[src/pwc_pkg.sv]
package pwc_pkg;

	localparam int unsigned MAX_CH = 8;

	// register byte offsets and address pages (bits 7:5)
	localparam logic [7:0] OFF_ENABLE    = 8'h00;
	localparam logic [7:0] OFF_POLARITY  = 8'h04;
	localparam logic [7:0] OFF_CLK_SEL   = 8'h08;
	localparam logic [7:0] OFF_PRESCALE  = 8'h0C;
	localparam logic [7:0] OFF_CENTER    = 8'h10;
	localparam logic [7:0] OFF_CONTROL   = 8'h14;
	localparam logic [7:0] OFF_AB_SEL    = 8'h18;
	localparam logic [7:0] OFF_SCALE_A   = 8'h1C;
	localparam logic [7:0] OFF_SCALE_B   = 8'h20;
	localparam logic [2:0] PAGE_PERIOD   = 3'h2;
	localparam logic [2:0] PAGE_DUTY     = 3'h3;
	localparam logic [2:0] PAGE_COUNTER  = 3'h4;

	// field positions
	localparam int unsigned CTL_JOIN_LSB = 4;
	localparam int unsigned CTL_WAIT_BIT = 3;
	localparam int unsigned CTL_FRZ_BIT  = 2;
	localparam int unsigned PRE_A_LSB    = 0;
	localparam int unsigned PRE_B_LSB    = 4;

	localparam logic [7:0] REG_RESET      = 8'h00;
	localparam logic [6:0] PRESCALE_RESET = 7'h00;
	localparam logic [6:0] PRESCALE_FULL  = 7'h7F;
	localparam logic [7:0] SCALE_RELOAD   = 8'h01;

	localparam logic [1:0] RESP_OKAY   = 2'h0;
	localparam logic [1:0] RESP_SLVERR = 2'h2;

	typedef struct packed {
		logic        enable;
		logic        start_high;
		logic        center;
		logic        restart;
		logic [15:0] period;
		logic [15:0] duty;
	} pwc_chan_cfg_t;

endpackage

[src/pwc_config.sv]
//Contract
// - Start level one: output high at period start, low at duty match.
// - Start level zero: output low at period start, high at duty match.
// - Start level bits writable anytime, applied at once.
// - Channels 0,1,4,5: AB/scaled 00 A, 01 SA, 10 B, 11 SB.
// - Channels 2,3,6,7: AB/scaled 00 B, 01 SB, 10 A, 11 SA.
// - Clock A/B is bus clock over two to the 3-bit code.
// - Clock selects and prescale codes writable anytime, applied at once.
// - Per-channel bit picks center or left alignment.
// - Join bit forms 16-bit channel; even channel is high byte.
// - Join bits: 7 pair 6/7, 6 pair 4/5, 5 pair 2/3, 4 pair 0/1.
// - Joined pair: odd pin and odd channel's controls govern.
// - Bits of absent channels or pairs ignore writes, read zero.
// - Wait-stop bit gates prescaler input in wait mode.
// - Freeze-stop bit gates prescaler input in freeze mode.
// - Scaled clock is clock over twice scale; zero means 256.
//
// The register offsets and the AXI4-Lite slave port were chosen for this implementation.
`timescale 1ns/1ps
`default_nettype none

module pwc_config #(
	parameter int unsigned CH_COUNT = 8
) (
	input  wire logic        CLK_I,
	input  wire logic        RESET_N_I,
	input  wire logic        WAIT_MODE_I,
	input  wire logic        FREEZE_MODE_I,
	input  wire logic [7:0]  AWADDR_I,
	input  wire logic        AWVALID_I,
	output logic             AWREADY_O,
	input  wire logic [31:0] WDATA_I,
	input  wire logic [3:0]  WSTRB_I,
	input  wire logic        WVALID_I,
	output logic             WREADY_O,
	output logic [1:0]       BRESP_O,
	output logic             BVALID_O,
	input  wire logic        BREADY_I,
	input  wire logic [7:0]  ARADDR_I,
	input  wire logic        ARVALID_I,
	output logic             ARREADY_O,
	output logic [31:0]      RDATA_O,
	output logic [1:0]       RRESP_O,
	output logic             RVALID_O,
	input  wire logic        RREADY_I,
	output logic [7:0]       PWM_O
);

	localparam int unsigned NCH = pwc_pkg::MAX_CH;
	localparam logic [8:0] LIVE_WIDE = (9'h001 << CH_COUNT) - 9'h001;
	localparam logic [7:0] LIVE = LIVE_WIDE[7:0];
	localparam logic [3:0] PAIR_LIVE = {LIVE[7], LIVE[5], LIVE[3], LIVE[1]};

	typedef struct packed {
		logic [7:0]          enable;
		logic [7:0]          start_level_bits;
		logic [7:0]          scaled_select;
		logic [7:0]          a_or_b_clock_choice;
		logic [2:0]          clock_a_divider_code;
		logic [2:0]          clock_b_divider_code;
		logic [7:0]          center_mode_bits;
		logic [3:0]          join_bits;
		logic                wait_stop_bit;
		logic                freeze_stop_bit;
		logic [7:0]          scale_value_a;
		logic [7:0]          scale_value_b;
		logic [NCH-1:0][7:0] period;
		logic [NCH-1:0][7:0] duty;
		logic [6:0]          prescale;
		logic                aw_have;
		logic [7:0]          aw_addr;
		logic                w_have;
		logic [7:0]          w_data;
		logic                w_lane0;
		logic                awready;
		logic                wready;
		logic                bvalid;
		logic [1:0]          bresp;
		logic                arready;
		logic                rvalid;
		logic [31:0]         rdata;
		logic [1:0]          rresp;
		logic [7:0]          pwm;
	} pwc_top_st_t;

	pwc_top_st_t st_q;
	pwc_top_st_t st_d;

	logic                   run;
	logic [6:0]             mask_a;
	logic [6:0]             mask_b;
	logic                   tick_a;
	logic                   tick_b;
	logic                   tick_sa;
	logic                   tick_sb;
	logic                   load_a;
	logic                   load_b;
	logic [7:0]             restart;
	logic [7:0]             joined;
	logic [7:0]             wave;
	logic [7:0]             ch_tick;
	logic [NCH-1:0][15:0]   count;
	pwc_pkg::pwc_chan_cfg_t cfg [NCH];

	////////////////////////////////////////////////////////////////////////
	// prescaler

	// gate prescaler in wait or freeze
	assign run = |(st_q.enable & LIVE)
		& ~(WAIT_MODE_I & st_q.wait_stop_bit)
		& ~(FREEZE_MODE_I & st_q.freeze_stop_bit);

	// divide by two to the code
	assign mask_a = ~(pwc_pkg::PRESCALE_FULL << st_q.clock_a_divider_code);
	assign mask_b = ~(pwc_pkg::PRESCALE_FULL << st_q.clock_b_divider_code);
	assign tick_a = run & ((st_q.prescale | ~mask_a) == pwc_pkg::PRESCALE_FULL);
	assign tick_b = run & ((st_q.prescale | ~mask_b) == pwc_pkg::PRESCALE_FULL);

	pwc_scaler u_scale_a (
		.clk_i   (CLK_I),
		.rst_n_i (RESET_N_I),
		.tick_i  (tick_a),
		.load_i  (load_a),
		.scale_i (st_q.scale_value_a),
		.stick_o (tick_sa)
	);

	pwc_scaler u_scale_b (
		.clk_i   (CLK_I),
		.rst_n_i (RESET_N_I),
		.tick_i  (tick_b),
		.load_i  (load_b),
		.scale_i (st_q.scale_value_b),
		.stick_o (tick_sb)
	);

	////////////////////////////////////////////////////////////////////////
	// channels

	genvar gi;
	generate
		for (gi = 0; gi < NCH; gi++) begin : g_ch
			localparam int unsigned MATE = gi ^ 1;
			logic use_b;

			assign joined[gi] = st_q.join_bits[gi / 2] & PAIR_LIVE[gi / 2];

			// second group swaps A and B
			assign use_b       = st_q.a_or_b_clock_choice[gi] ^ ((gi & 2) != 0);
			assign ch_tick[gi] = use_b
				? (st_q.scaled_select[gi] ? tick_sb : tick_b)
				: (st_q.scaled_select[gi] ? tick_sa : tick_a);

			// even half of joined pair stays off
			assign cfg[gi].enable     = st_q.enable[gi] & LIVE[gi] & ~(joined[gi] & ((gi & 1) == 0));
			assign cfg[gi].start_high = st_q.start_level_bits[gi];
			assign cfg[gi].center     = st_q.center_mode_bits[gi];
			assign cfg[gi].restart    = restart[gi] | restart[MATE] & joined[gi];

			// even channel holds the high byte
			assign cfg[gi].period = (joined[gi] && (gi & 1) == 1)
				? {st_q.period[MATE], st_q.period[gi]} : {8'h00, st_q.period[gi]};
			assign cfg[gi].duty   = (joined[gi] && (gi & 1) == 1)
				? {st_q.duty[MATE], st_q.duty[gi]} : {8'h00, st_q.duty[gi]};

			pwc_channel u_ch (
				.clk_i   (CLK_I),
				.rst_n_i (RESET_N_I),
				.tick_i  (ch_tick[gi]),
				.cfg_i   (cfg[gi]),
				.wave_o  (wave[gi]),
				.count_o (count[gi])
			);
		end
	endgenerate

	////////////////////////////////////////////////////////////////////////
	// register read

	function automatic logic [33:0] read_word(input logic [7:0] a);
		logic [7:0] v;
		logic [2:0] idx;
		logic       ok;
		v   = 8'h00;
		idx = a[4:2];
		ok  = (a[1:0] == 2'b00);
		case (a[7:5])
			pwc_pkg::PAGE_PERIOD:  v = st_q.period[idx];
			pwc_pkg::PAGE_DUTY:    v = st_q.duty[idx];
			pwc_pkg::PAGE_COUNTER: v = (joined[idx] && !idx[0])
				? count[idx ^ 3'h1][15:8] : count[idx][7:0];
			default: begin
				case (a)
					pwc_pkg::OFF_ENABLE:   v = st_q.enable;
					pwc_pkg::OFF_POLARITY: v = st_q.start_level_bits;
					pwc_pkg::OFF_CLK_SEL:  v = st_q.scaled_select;
					pwc_pkg::OFF_PRESCALE: v = {1'b0, st_q.clock_b_divider_code,
						1'b0, st_q.clock_a_divider_code};
					pwc_pkg::OFF_CENTER:   v = st_q.center_mode_bits;
					pwc_pkg::OFF_CONTROL:  v = {st_q.join_bits, st_q.wait_stop_bit,
						st_q.freeze_stop_bit, 2'b00};
					pwc_pkg::OFF_AB_SEL:   v = st_q.a_or_b_clock_choice;
					pwc_pkg::OFF_SCALE_A:  v = st_q.scale_value_a;
					pwc_pkg::OFF_SCALE_B:  v = st_q.scale_value_b;
					default:               ok = 1'b0;
				endcase
			end
		endcase
		if (a[7:5] == pwc_pkg::PAGE_PERIOD || a[7:5] == pwc_pkg::PAGE_DUTY
			|| a[7:5] == pwc_pkg::PAGE_COUNTER) begin
			if (!LIVE[idx]) begin
				v = 8'h00;
			end
		end
		return {ok ? pwc_pkg::RESP_OKAY : pwc_pkg::RESP_SLVERR, 24'h000000, v};
	endfunction

	////////////////////////////////////////////////////////////////////////
	// bus and register write

	always_comb begin
		logic [7:0] a;
		logic [7:0] wd;
		logic       ok;
		logic [2:0] idx;
		logic [33:0] rd;
		a       = 8'h00;
		wd      = 8'h00;
		ok      = 1'b0;
		idx     = 3'h0;
		rd      = '0;
		st_d    = st_q;
		load_a  = 1'b0;
		load_b  = 1'b0;
		restart = 8'h00;

		st_d.prescale = run ? st_q.prescale + 7'h01 : st_q.prescale;
		st_d.pwm      = wave;

		if (st_q.bvalid && BREADY_I) begin
			st_d.bvalid = 1'b0;
		end
		if (st_q.awready && AWVALID_I) begin
			st_d.aw_have = 1'b1;
			st_d.aw_addr = AWADDR_I;
		end
		if (st_q.wready && WVALID_I) begin
			st_d.w_have  = 1'b1;
			st_d.w_data  = WDATA_I[7:0];
			st_d.w_lane0 = WSTRB_I[0];
		end

		if (st_d.aw_have && st_d.w_have && !st_q.bvalid) begin
			a   = st_d.aw_addr;
			wd  = st_d.w_data;
			idx = a[4:2];
			ok  = (a[1:0] == 2'b00);
			st_d.aw_have = 1'b0;
			st_d.w_have  = 1'b0;
			st_d.bvalid  = 1'b1;
			case (a[7:5])
				pwc_pkg::PAGE_PERIOD: begin
					if (ok && st_d.w_lane0 && LIVE[idx]) st_d.period[idx] = wd;
				end
				pwc_pkg::PAGE_DUTY: begin
					if (ok && st_d.w_lane0 && LIVE[idx]) st_d.duty[idx] = wd;
				end
				pwc_pkg::PAGE_COUNTER: begin
					if (ok && st_d.w_lane0 && LIVE[idx]) restart[idx] = 1'b1;
				end
				default: begin
					ok = ok & st_d.w_lane0 | ok & ~st_d.w_lane0;
					case (a)
						pwc_pkg::OFF_ENABLE:
							if (st_d.w_lane0) st_d.enable = wd & LIVE;
						pwc_pkg::OFF_POLARITY:
							if (st_d.w_lane0) st_d.start_level_bits = wd & LIVE;
						pwc_pkg::OFF_CLK_SEL:
							if (st_d.w_lane0) st_d.scaled_select = wd & LIVE;
						pwc_pkg::OFF_PRESCALE:
							if (st_d.w_lane0) begin
								st_d.clock_a_divider_code = wd[pwc_pkg::PRE_A_LSB +: 3];
								st_d.clock_b_divider_code = wd[pwc_pkg::PRE_B_LSB +: 3];
							end
						pwc_pkg::OFF_CENTER:
							if (st_d.w_lane0) st_d.center_mode_bits = wd & LIVE;
						pwc_pkg::OFF_CONTROL:
							if (st_d.w_lane0) begin
								st_d.join_bits       = wd[pwc_pkg::CTL_JOIN_LSB +: 4] & PAIR_LIVE;
								st_d.wait_stop_bit   = wd[pwc_pkg::CTL_WAIT_BIT];
								st_d.freeze_stop_bit = wd[pwc_pkg::CTL_FRZ_BIT];
							end
						pwc_pkg::OFF_AB_SEL:
							if (st_d.w_lane0) st_d.a_or_b_clock_choice = wd & LIVE;
						pwc_pkg::OFF_SCALE_A:
							if (st_d.w_lane0) begin
								st_d.scale_value_a = wd;
								load_a             = 1'b1;
							end
						pwc_pkg::OFF_SCALE_B:
							if (st_d.w_lane0) begin
								st_d.scale_value_b = wd;
								load_b             = 1'b1;
							end
						default: ok = 1'b0;
					endcase
				end
			endcase
			st_d.bresp = ok ? pwc_pkg::RESP_OKAY : pwc_pkg::RESP_SLVERR;
		end
		st_d.awready = ~st_d.aw_have & ~st_d.bvalid;
		st_d.wready  = ~st_d.w_have & ~st_d.bvalid;

		if (st_q.rvalid && RREADY_I) begin
			st_d.rvalid = 1'b0;
		end
		if (st_q.arready && ARVALID_I) begin
			rd          = read_word(ARADDR_I);
			st_d.rvalid = 1'b1;
			st_d.rdata  = rd[31:0];
			st_d.rresp  = rd[33:32];
		end
		st_d.arready = ~st_d.rvalid;
	end

	always_ff @(posedge CLK_I or negedge RESET_N_I) begin
		if (!RESET_N_I) begin
			st_q <= '0;
		end else begin
			st_q <= st_d;
		end
	end

	assign AWREADY_O = st_q.awready;
	assign WREADY_O  = st_q.wready;
	assign BVALID_O  = st_q.bvalid;
	assign BRESP_O   = st_q.bresp;
	assign ARREADY_O = st_q.arready;
	assign RVALID_O  = st_q.rvalid;
	assign RDATA_O   = st_q.rdata;
	assign RRESP_O   = st_q.rresp;
	assign PWM_O     = st_q.pwm;

endmodule

`default_nettype wire

[src/pwc_scaler.sv]
`timescale 1ns/1ps
`default_nettype none

module pwc_scaler (
	input  wire logic       clk_i,
	input  wire logic       rst_n_i,
	input  wire logic       tick_i,
	input  wire logic       load_i,
	input  wire logic [7:0] scale_i,
	output logic            stick_o
);

	typedef struct packed {
		logic [7:0] cnt;
		logic       half;
	} pwc_scl_st_t;

	pwc_scl_st_t st_q;
	pwc_scl_st_t st_d;

	always_comb begin
		st_d    = st_q;
		stick_o = 1'b0;
		if (load_i) begin
			st_d.cnt  = scale_i;
			st_d.half = 1'b0;
		end else if (tick_i) begin
			if (st_q.cnt == pwc_pkg::SCALE_RELOAD) begin
				st_d.cnt  = scale_i;
				st_d.half = ~st_q.half;
				stick_o   = st_q.half;
			end else begin
				// zero wraps to 255, so a zero scale counts 256
				st_d.cnt = st_q.cnt - 8'h01;
			end
		end
	end

	always_ff @(posedge clk_i or negedge rst_n_i) begin
		if (!rst_n_i) begin
			st_q <= '0;
		end else begin
			st_q <= st_d;
		end
	end

endmodule

`default_nettype wire

[src/pwc_channel.sv]
`timescale 1ns/1ps
`default_nettype none

module pwc_channel (
	input  wire logic                   clk_i,
	input  wire logic                   rst_n_i,
	input  wire logic                   tick_i,
	input  wire pwc_pkg::pwc_chan_cfg_t cfg_i,
	output logic                        wave_o,
	output logic [15:0]                 count_o
);

	typedef struct packed {
		logic [15:0] cnt;
		logic        down;
		logic [15:0] per;
		logic [15:0] dty;
	} pwc_ch_st_t;

	pwc_ch_st_t st_q;
	pwc_ch_st_t st_d;

	always_comb begin
		st_d = st_q;
		if (cfg_i.restart) begin
			st_d.cnt  = 16'h0000;
			st_d.down = 1'b0;
			st_d.per  = cfg_i.period;
			st_d.dty  = cfg_i.duty;
		end else if (!cfg_i.enable) begin
			st_d.per = cfg_i.period;
			st_d.dty = cfg_i.duty;
		end else if (tick_i) begin
			if (cfg_i.center) begin
				if (st_q.down) begin
					if (st_q.cnt <= 16'h0001) begin
						st_d.cnt  = 16'h0000;
						st_d.down = 1'b0;
						st_d.per  = cfg_i.period;
						st_d.dty  = cfg_i.duty;
					end else begin
						st_d.cnt = st_q.cnt - 16'h0001;
					end
				end else if (st_q.cnt >= st_q.per) begin
					st_d.down = (st_q.per != 16'h0000);
					st_d.cnt  = (st_q.per == 16'h0000) ? 16'h0000 : st_q.cnt - 16'h0001;
				end else begin
					st_d.cnt = st_q.cnt + 16'h0001;
				end
			end else begin
				if (st_q.cnt + 16'h0001 >= st_q.per) begin
					st_d.cnt  = 16'h0000;
					st_d.down = 1'b0;
					st_d.per  = cfg_i.period;
					st_d.dty  = cfg_i.duty;
				end else begin
					st_d.cnt = st_q.cnt + 16'h0001;
				end
			end
		end
	end

	// live start level, flip at duty
	assign wave_o  = cfg_i.enable & ~(cfg_i.start_high ^ (st_q.cnt < st_q.dty));
	assign count_o = st_q.cnt;

	always_ff @(posedge clk_i or negedge rst_n_i) begin
		if (!rst_n_i) begin
			st_q <= '0;
		end else begin
			st_q <= st_d;
		end
	end

endmodule

`default_nettype wire

[config.mk]
export PLATFORM = sky130hd
export DESIGN_NAME = pwc_config
export DESIGN_NICKNAME = d
export VERILOG_FILES = /design/src/pwc_pkg.sv /design/src/pwc_config.sv /design/src/pwc_scaler.sv /design/src/pwc_channel.sv
export SDC_FILE = /design/constraint.sdc
export NUM_CORES = 2
export LEC_CHECK = 0
export BUFFER_PORTS_ARGS = -buffer_cell sky130_fd_sc_hd__clkbuf_2
export CAP_MARGIN = 20
export CELL_PAD_IN_SITES_DETAIL_PLACEMENT = 1
export CELL_PAD_IN_SITES_GLOBAL_PLACEMENT = 2
export CORE_MARGIN = 1.5
export CORE_UTILIZATION = 30
export CTS_CLUSTER_SIZE = 25
export DETAILED_ROUTE_END_ITERATION = 12
export HOLD_SLACK_MARGIN = 0.06
export PLACE_DENSITY = 0.66
export SLEW_MARGIN = 25
export SYNTH_ARGS = -nofsm -noshare
export SYNTH_HDL_FRONTEND = slang
export SYNTH_SLANG_ARGS = --single-unit
[constraint.sdc]
create_clock -name CLK_I -period 5.28 [get_ports CLK_I]
set_input_delay 1.584 -clock CLK_I [delete_from_list [all_inputs] [get_ports CLK_I]]
set_output_delay 1.584 -clock CLK_I [all_outputs]
set_load 0.01 [all_outputs]
### Yosys cells after proc, flatten, opt, wreduce, memory -nomap -nowiden

Memories as Yosys holds them, arrays and structs flattened.
Cells that the tools add are included.

| word-level totals | value |
|---|---|
| bits in registers | 657 |
| bits in latches | 0 |
| RAM bits | 0 |
| ROM bits | 16 |
| input bits | 61 |
| output and inout port bits | 49 |
| memories | 2 |

| operators by class | value |
|---|---|
| add/sub/neg operators | 19 |
| multiply operators | 0 |
| divide/modulo/power cells | 0 |
| magnitude comparators | 36 |
| equality and inequality tests | 58 |
| shift-type cells | 2 |
| multiplexer cells | 207 |
| bitwise operators | 76 |
| reduce and logical (&&, ||, !) cells | 105 |

Memories:

| memory | depth | bits a word | rd ports | clocked after Yosys merged registers in | wr ports | RTL line | text |
|---|---|---|---|---|---|---|---|
| (name not given) | 8 | 1 | 1 | 0 | 0 | pwc_config.sv:211 | `if (!LIVE[idx]) begin` |
| (name not given) | 8 | 1 | 1 | 0 | 0 | pwc_config.sv:269 | `if (ok && st_d.w_lane0 && LIVE[idx]) restart[idx] = 1'b1;` |

Operators with widths:

| operator | number |
|---|---|
| $mux W49 | 24 |
| $mux W16 | 41 |
| $mux W33 | 16 |
| $mux W32 | 16 |
| $mux W17 | 16 |
| $ge A16 B16 Y1 | 16 |
| $add A16 B1 Y16 const B | 8 |
| $bwmux W64 | 2 |
| $le A16 B1 Y1 const B | 8 |
| $logic_not A16 Y1 | 8 |
| $lt A16 B16 Y1 | 8 |
| $reduce_bool A16 Y1 | 8 |
| $sub A16 B1 Y16 const B | 8 |
| $bmux W16 S3 | 2 |
| $mux W8 | 12 |
| $pmux W8 S9 | 1 |
| $reduce_and A4 Y1 | 17 |
| $eq A8 B5 Y1 const B | 8 |
| $mux W1 | 61 |
| $bmux W8 S3 | 2 |
| $ne A4 B2 Y1 const B | 12 |
| $ne A4 B4 Y1 const B | 12 |
| $mux W9 | 5 |
| $reduce_bool A2 Y1 | 20 |
| other kinds (39) | 172 |

### Longest topological paths before layout

| depth | value |
|---|---|
| word-level depth | 13 |
| gate-level depth with buffers | 19 |
| mapped depth without buffers | 16 |

### By module

Synthesis repeated with hierarchy kept, for this count alone.

| second synthesis, totals | value |
|---|---|
| cell total of the unflattened synthesis | 4,834 |
| area total of the unflattened synthesis | 48,048.6 um^2 |

By module, submodules not included:

| module | times used | cells each | area each (um^2) | sequential area each (um^2) |
|---|---|---|---|---|
| pwc_channel (g_ch[0].u_ch ...) | 6 | 443 | 4,179.0 | 1,226.2 |
| pwc_config | 1 | 1,115 | 13,516.7 | 6,130.9 |
| pwc_channel (g_ch[7].u_ch) | 1 | 491 | 4,184.0 | 1,226.2 |
| pwc_channel (g_ch[2].u_ch) | 1 | 430 | 3,995.1 | 1,226.2 |
| pwc_scaler | 2 | 70 | 639.4 | 225.2 |

### Worst setup path after synthesis

No wires, ideal clock.

| timing | value |
|---|---|
| path kind | input to register |
| start point | in AWVALID_I |
| end point | reg g_ch[5].u_ch.st_q[16] in the netlist's numbering |
| setup time | 0.127 ns |
| arrival | 4.317 ns |
| data required time | 5.153 ns |
| setup slack | 0.836 ns |
| stages | 12 |
| path buffers | 3 |
| cells stage by stage | buf_4 -> buf_4 -> a211o_1 -> o31a_2 -> or4_4 -> o311ai_4 -> a21oi_1 -> mux2_4 -> o211ai_4 -> and2_1 -> buf_6 -> mux2_1 |

| on the way | value |
|---|---|
| word-level cells in the longest chain between the ends | 13 |

Ends and longest elaborated chain:

| element | RTL line | text |
|---|---|---|
| start, declared | pwc_config.sv:30 | `input wire logic AWVALID_I,` |
| $logic_and A1 B1 Y1 * | pwc_config.sv:243 | `if (st_q.awready && AWVALID_I) begin` |
| $mux W9 * | pwc_config.sv:243 |  |
| $lt A3 B4 Y1 (implied by the code) or $ge A3 B1 Y1 (tied branches) | pwc_config.sv:269 |  |
| $logic_and A1 B1 Y1 (implied by the code) | pwc_config.sv:269 |  |
| $mux W1 (implied by the code) | pwc_config.sv:269 |  |
| $demux W1 S3 | pwc_config.sv:269 |  |
| $mux W8 | pwc_config.sv:269 |  |
| $mux W8 | pwc_config.sv:261 | `case (a[7:5])` |
| $mux W8 | pwc_config.sv:253 | `if (st_d.aw_have && st_d.w_have && !st_q.bvalid) begin` |
| $and A1 B1 Y1 | pwc_config.sv:158 | `assign cfg[gi].restart = restart[gi] \| restart[MATE] & joined[gi];` |
| $or A1 B1 Y1 | pwc_config.sv:158 |  |
| $ne A4 B2 Y1 (no source line) or $ne A3 B1 Y1 (tied branches) | -- |  |
| $reduce_and A4 Y1 (no source line) | -- |  |
| end signal, assigned | pwc_channel.sv:71 | `st_q <= st_d;` |
| end, declared | pwc_channel.sv:20 | `pwc_ch_st_t st_q;` |

Mark *: on every way between the ends. The rest lies on a longest branch, timed or not. The select of a mux whose other input is x is not followed.
A chain may end at the register's enable or synchronous reset.

### Worst setup path after layout

| timing | value |
|---|---|
| start point | in AWVALID_I |
| end point | reg g_ch[0].u_ch.st_q, in the netlist g_ch[0].u_ch.count_o[15] |

| on the way | value |
|---|---|
| word-level cells in the longest chain between the ends | 13 |

Ends and longest elaborated chain:

| element | RTL line |
|---|---|
| $logic_and A1 B1 Y1 * | pwc_config.sv:243 |
| $mux W9 * | pwc_config.sv:243 |
| $lt A3 B4 Y1 (implied by the code) or $ge A3 B1 Y1 (tied branches) | pwc_config.sv:269 |
| $logic_and A1 B1 Y1 (implied by the code) | pwc_config.sv:269 |
| $mux W1 (implied by the code) | pwc_config.sv:269 |
| $demux W1 S3 | pwc_config.sv:269 |
| $mux W8 | pwc_config.sv:269 |
| $mux W8 | pwc_config.sv:261 |
| $mux W8 | pwc_config.sv:253 |
| $and A1 B1 Y1 | pwc_config.sv:158 |
| $or A1 B1 Y1 | pwc_config.sv:158 |
| $reduce_bool A2 Y1 (no source line) | -- |
| $reduce_and A2 Y1 (no source line) | -- |
| end signal, assigned | pwc_channel.sv:71 |
| end, declared | pwc_channel.sv:20 |

Marked as above.

==> impl_metrics.csv <==
group,metric,value,unit
outcome,status,"completed",
pwr,vdd_drop_max,391.4,uV
clocking,cts_buffer_depth,3,
die,die_h,368.5,microns
clocking,cts_sinks,591,
route,drt_iter0_drc,2665,
sta,finalMaxSlewViolations,0,
sta,slew-limit-headroom,0.3339,
run,drv_cap,0,
sta,finalCriticalPeriod,4919,ps
sta,post-route-period-util,0.9316,
clocking,cts_made_buffers,79,
clocking,cts_tree,"yes",
route,avgRoutedWirePerCell,24.00,microns
pwr,leakage,20.02,nW
clocking,post_cts_buffers,0,
synth,netlist_area,40090,sq um
global_route,antenna_found_initial,19,
worst_setup_path,cp-start-kind,"primary input",
global_route,grt_use_total,0.2255,
synth,ys_ff_latch,591,
clocking,htreeDepth,3,
cells_and_area,most-common-layout-cells,"dfrtp_1 (591), nand2_1 (445), o21ai_0 (406)",
die,die_w,368.5,microns
synth,yosys.cell_types.count,102,
sta,fmax,203.3,MHz
sta,whs,442.8,ps
global_route,grt-ovfl-total,0,
cells_and_area,regArea,14790,sq um
sta,tightest_slew,990.7,ps
cells_and_area,fillCellCount,15295,
clocking,cts_root_buf,"clkbuf_16",
clocking,clk_latency,700,ps
synth,synth_top_area_share,0.3689,
clocking,cts_resized,0,
synth,async_reset_ff_frac,1.000,
die,io_pins,110,
clocking,cts.clk_slew.worst_paths,50,ps
die,coreArea,132000,sq um
synth,synth-edff-count,0,
synth,synthFlopType,"dfrtp_1",
route,vias,34959,
die,row_count,133,
place,gp_congestion,0.8803,
pwr,power_density,484.2,nW/um^2
route,wirelength,154.2,mm
clocking,postCtsHoldBufs,0,
place,dp_cells,6273,
global_route,first_global_vias,35391,
sta,hold_violations,0,
cells_and_area,area_delta_synth_final,14.06,%
cells_and_area,layout_commonest_cell,"dfrtp_1",
worst_setup_path,cp.required,5840,ps
synth,synth_top_area_cell,"dfrtp_1",
min_path,min_path_type,"reg2reg",
sta,setup_viol,0,
worst_setup_path,crit_type,"in2reg",
worst_setup_path,cp-end-kind,"flip-flop",
sta,rsz0062_at_grt,"false",
worst_setup_path,path_max_fanout,16,
synth,syn_avg_cell_area,8.774,sq um
cells_and_area,finalNetCount,4969,
die,die_area,135800,sq um
route,avgViaCountPerCell,5.443,
cells_and_area,fin_cells,6423,
global_route,grt_max_degree,84,
die,initial_core_util,0.3038,
place,place.port_buffers,56,
synth,synth_top_cells_by_area,"dfrtp_1 (37%), ha_1 (9.6%), o21ai_0 (5.1%), a21oi_1 (4.2%), nand2_1 (4.2%)",
synth,ys_seq_area_frac,0.3689,
cells_and_area,drive_gt1_frac,0.1256,
cells_and_area,multiInputGateArea,23060,sq um
route,drtAntennaViolNets,0,
global_route,grt_pass1_wl,232.8,mm
worst_setup_path,arrival,5480,ps
synth,syn_inst,4569,
route,drc,0,
sta,skew,34.07,ps
synth,ys_warn_count,0,
place,hpwl,115.8,mm
route,first_pass_iters,7,
[registers in the layout, indices dropped and copies added, names as in the netlist, 4 cells and up]
name	flops
RDATA_O	8
st_q	130
u_scale_a.st_q	9
PWM_O	8
joined	4
g_ch.u_ch.count_o	128
cfg	84
u_scale_b.st_q	9
g_ch.use_b	4
g_ch.u_ch.st_q	200
[final timing paths]
| path | from | slack (ps) | to | cells past startpoint |
|---|---|---|---|---|
| max | AWVALID_I | 360 | g_ch[0].u_ch.count_o[15] | 11 |
| min | st_q[67] | 440 | AWREADY_O | 1 |
| max reg2reg | cfg[107] | 850 | g_ch[0].u_ch.count_o[15] | 10 |
| min reg2reg | st_q[67] | 440 | AWREADY_O | 1 |
| max in group asynchronous | RESET_N_I | 3280 | g_ch[3].u_ch.count_o[0] | 2 |
| min in group asynchronous | RESET_N_I | 950 | g_ch[5].u_ch.count_o[0] | 1 |
[through the flow]
step           instance area, sq um  setup TNS [ps]    util  power [mW]  setup slack, ps
2_1_floorplan                 40180               0       -       12.12            835.5
3_3_place_gp                  42930           -1944  0.3253       16.23           -322.3
6_report                      45730               0  0.3465       22.14            361.1
3_5_place_dp                  42960           -2431  0.3256       16.42           -311.4
4_1_cts                       45720               0  0.3464       22.30            393.1
5_1_grt                       45720               0  0.3465       23.54            91.55
[per-layer routing]
metal / vias up / share of wire / track usage
met2: 741 / 0.44 / 0.3432
met1: 17708 / 0.48 / 0.3244
li1: 16347 / - / -
met3: 155 / 0.057 / 0.04246
met5: - / 0.00033 / 0
met4: 8 / 0.021 / 0.06141
[worst max-delay path: stages]
cell and delay, ps:
clkbuf_2 230, and2_1 360, o221ai_1 460, nor4_4 80, or4_1 760, o21ai_0 170, mux2i_1 220, buf_4 220
o22ai_1 670, nand3_1 340, o41ai_1 350
[report_power, final]
part	switching, mW	internal (mW)	leakage [nW]	total, mW
Clock	2.34	3.43	1.36	5.77
Sequential	1.05	5.20	8.07	6.25
Combinational	6.53	3.59	10.6	10.1
Total	9.92	12.2	20.0	22.1
[area by class of cell]
class                           count  area share
Sequential cell                   591      0.3234
Clock inverter                     35    0.009495
Tap cell                         1755     0.04802
Multi-Input combinational cell   3407      0.5044
Antenna cell                        3   0.0001642
Timing Repair Buffer              235     0.04033
Clock buffer                      112     0.05079
Inverter                          285     0.02340
[synthesized netlist by cell type (54+ instances only)]
master    number
clkbuf_1     211
mux2_2        69
a21o_1        85
nor2_1       404
nand3_1      121
mux4_2        58
nand4_1       64
ha_1         309
nor4_1        54
xnor2_1      103
o21ai_0      407
mux2i_1       64
dfrtp_1      591
inv_1        283
a21oi_1      336
nand2_1      445
nor3_1        99
[cells by family (layout without fill, tap and decap cells)]
kind of cell               count (synthesis)  after routing  share of synthesized area
adders and majority gates                309            309                    0.09645
xor gates and xnor gates                 149            149                    0.03255
DFF                                      591            591                     0.3689
other                                      1             29                 0.00009355
buffers and inverters                    596            667                    0.06221
and+or+nand+nor                         1479           1479                     0.1751
AOI/OAI and AO/OA                       1230           1230                     0.1892
muxes                                    214            214                    0.07544
Power figures use the tool's default switching activity.
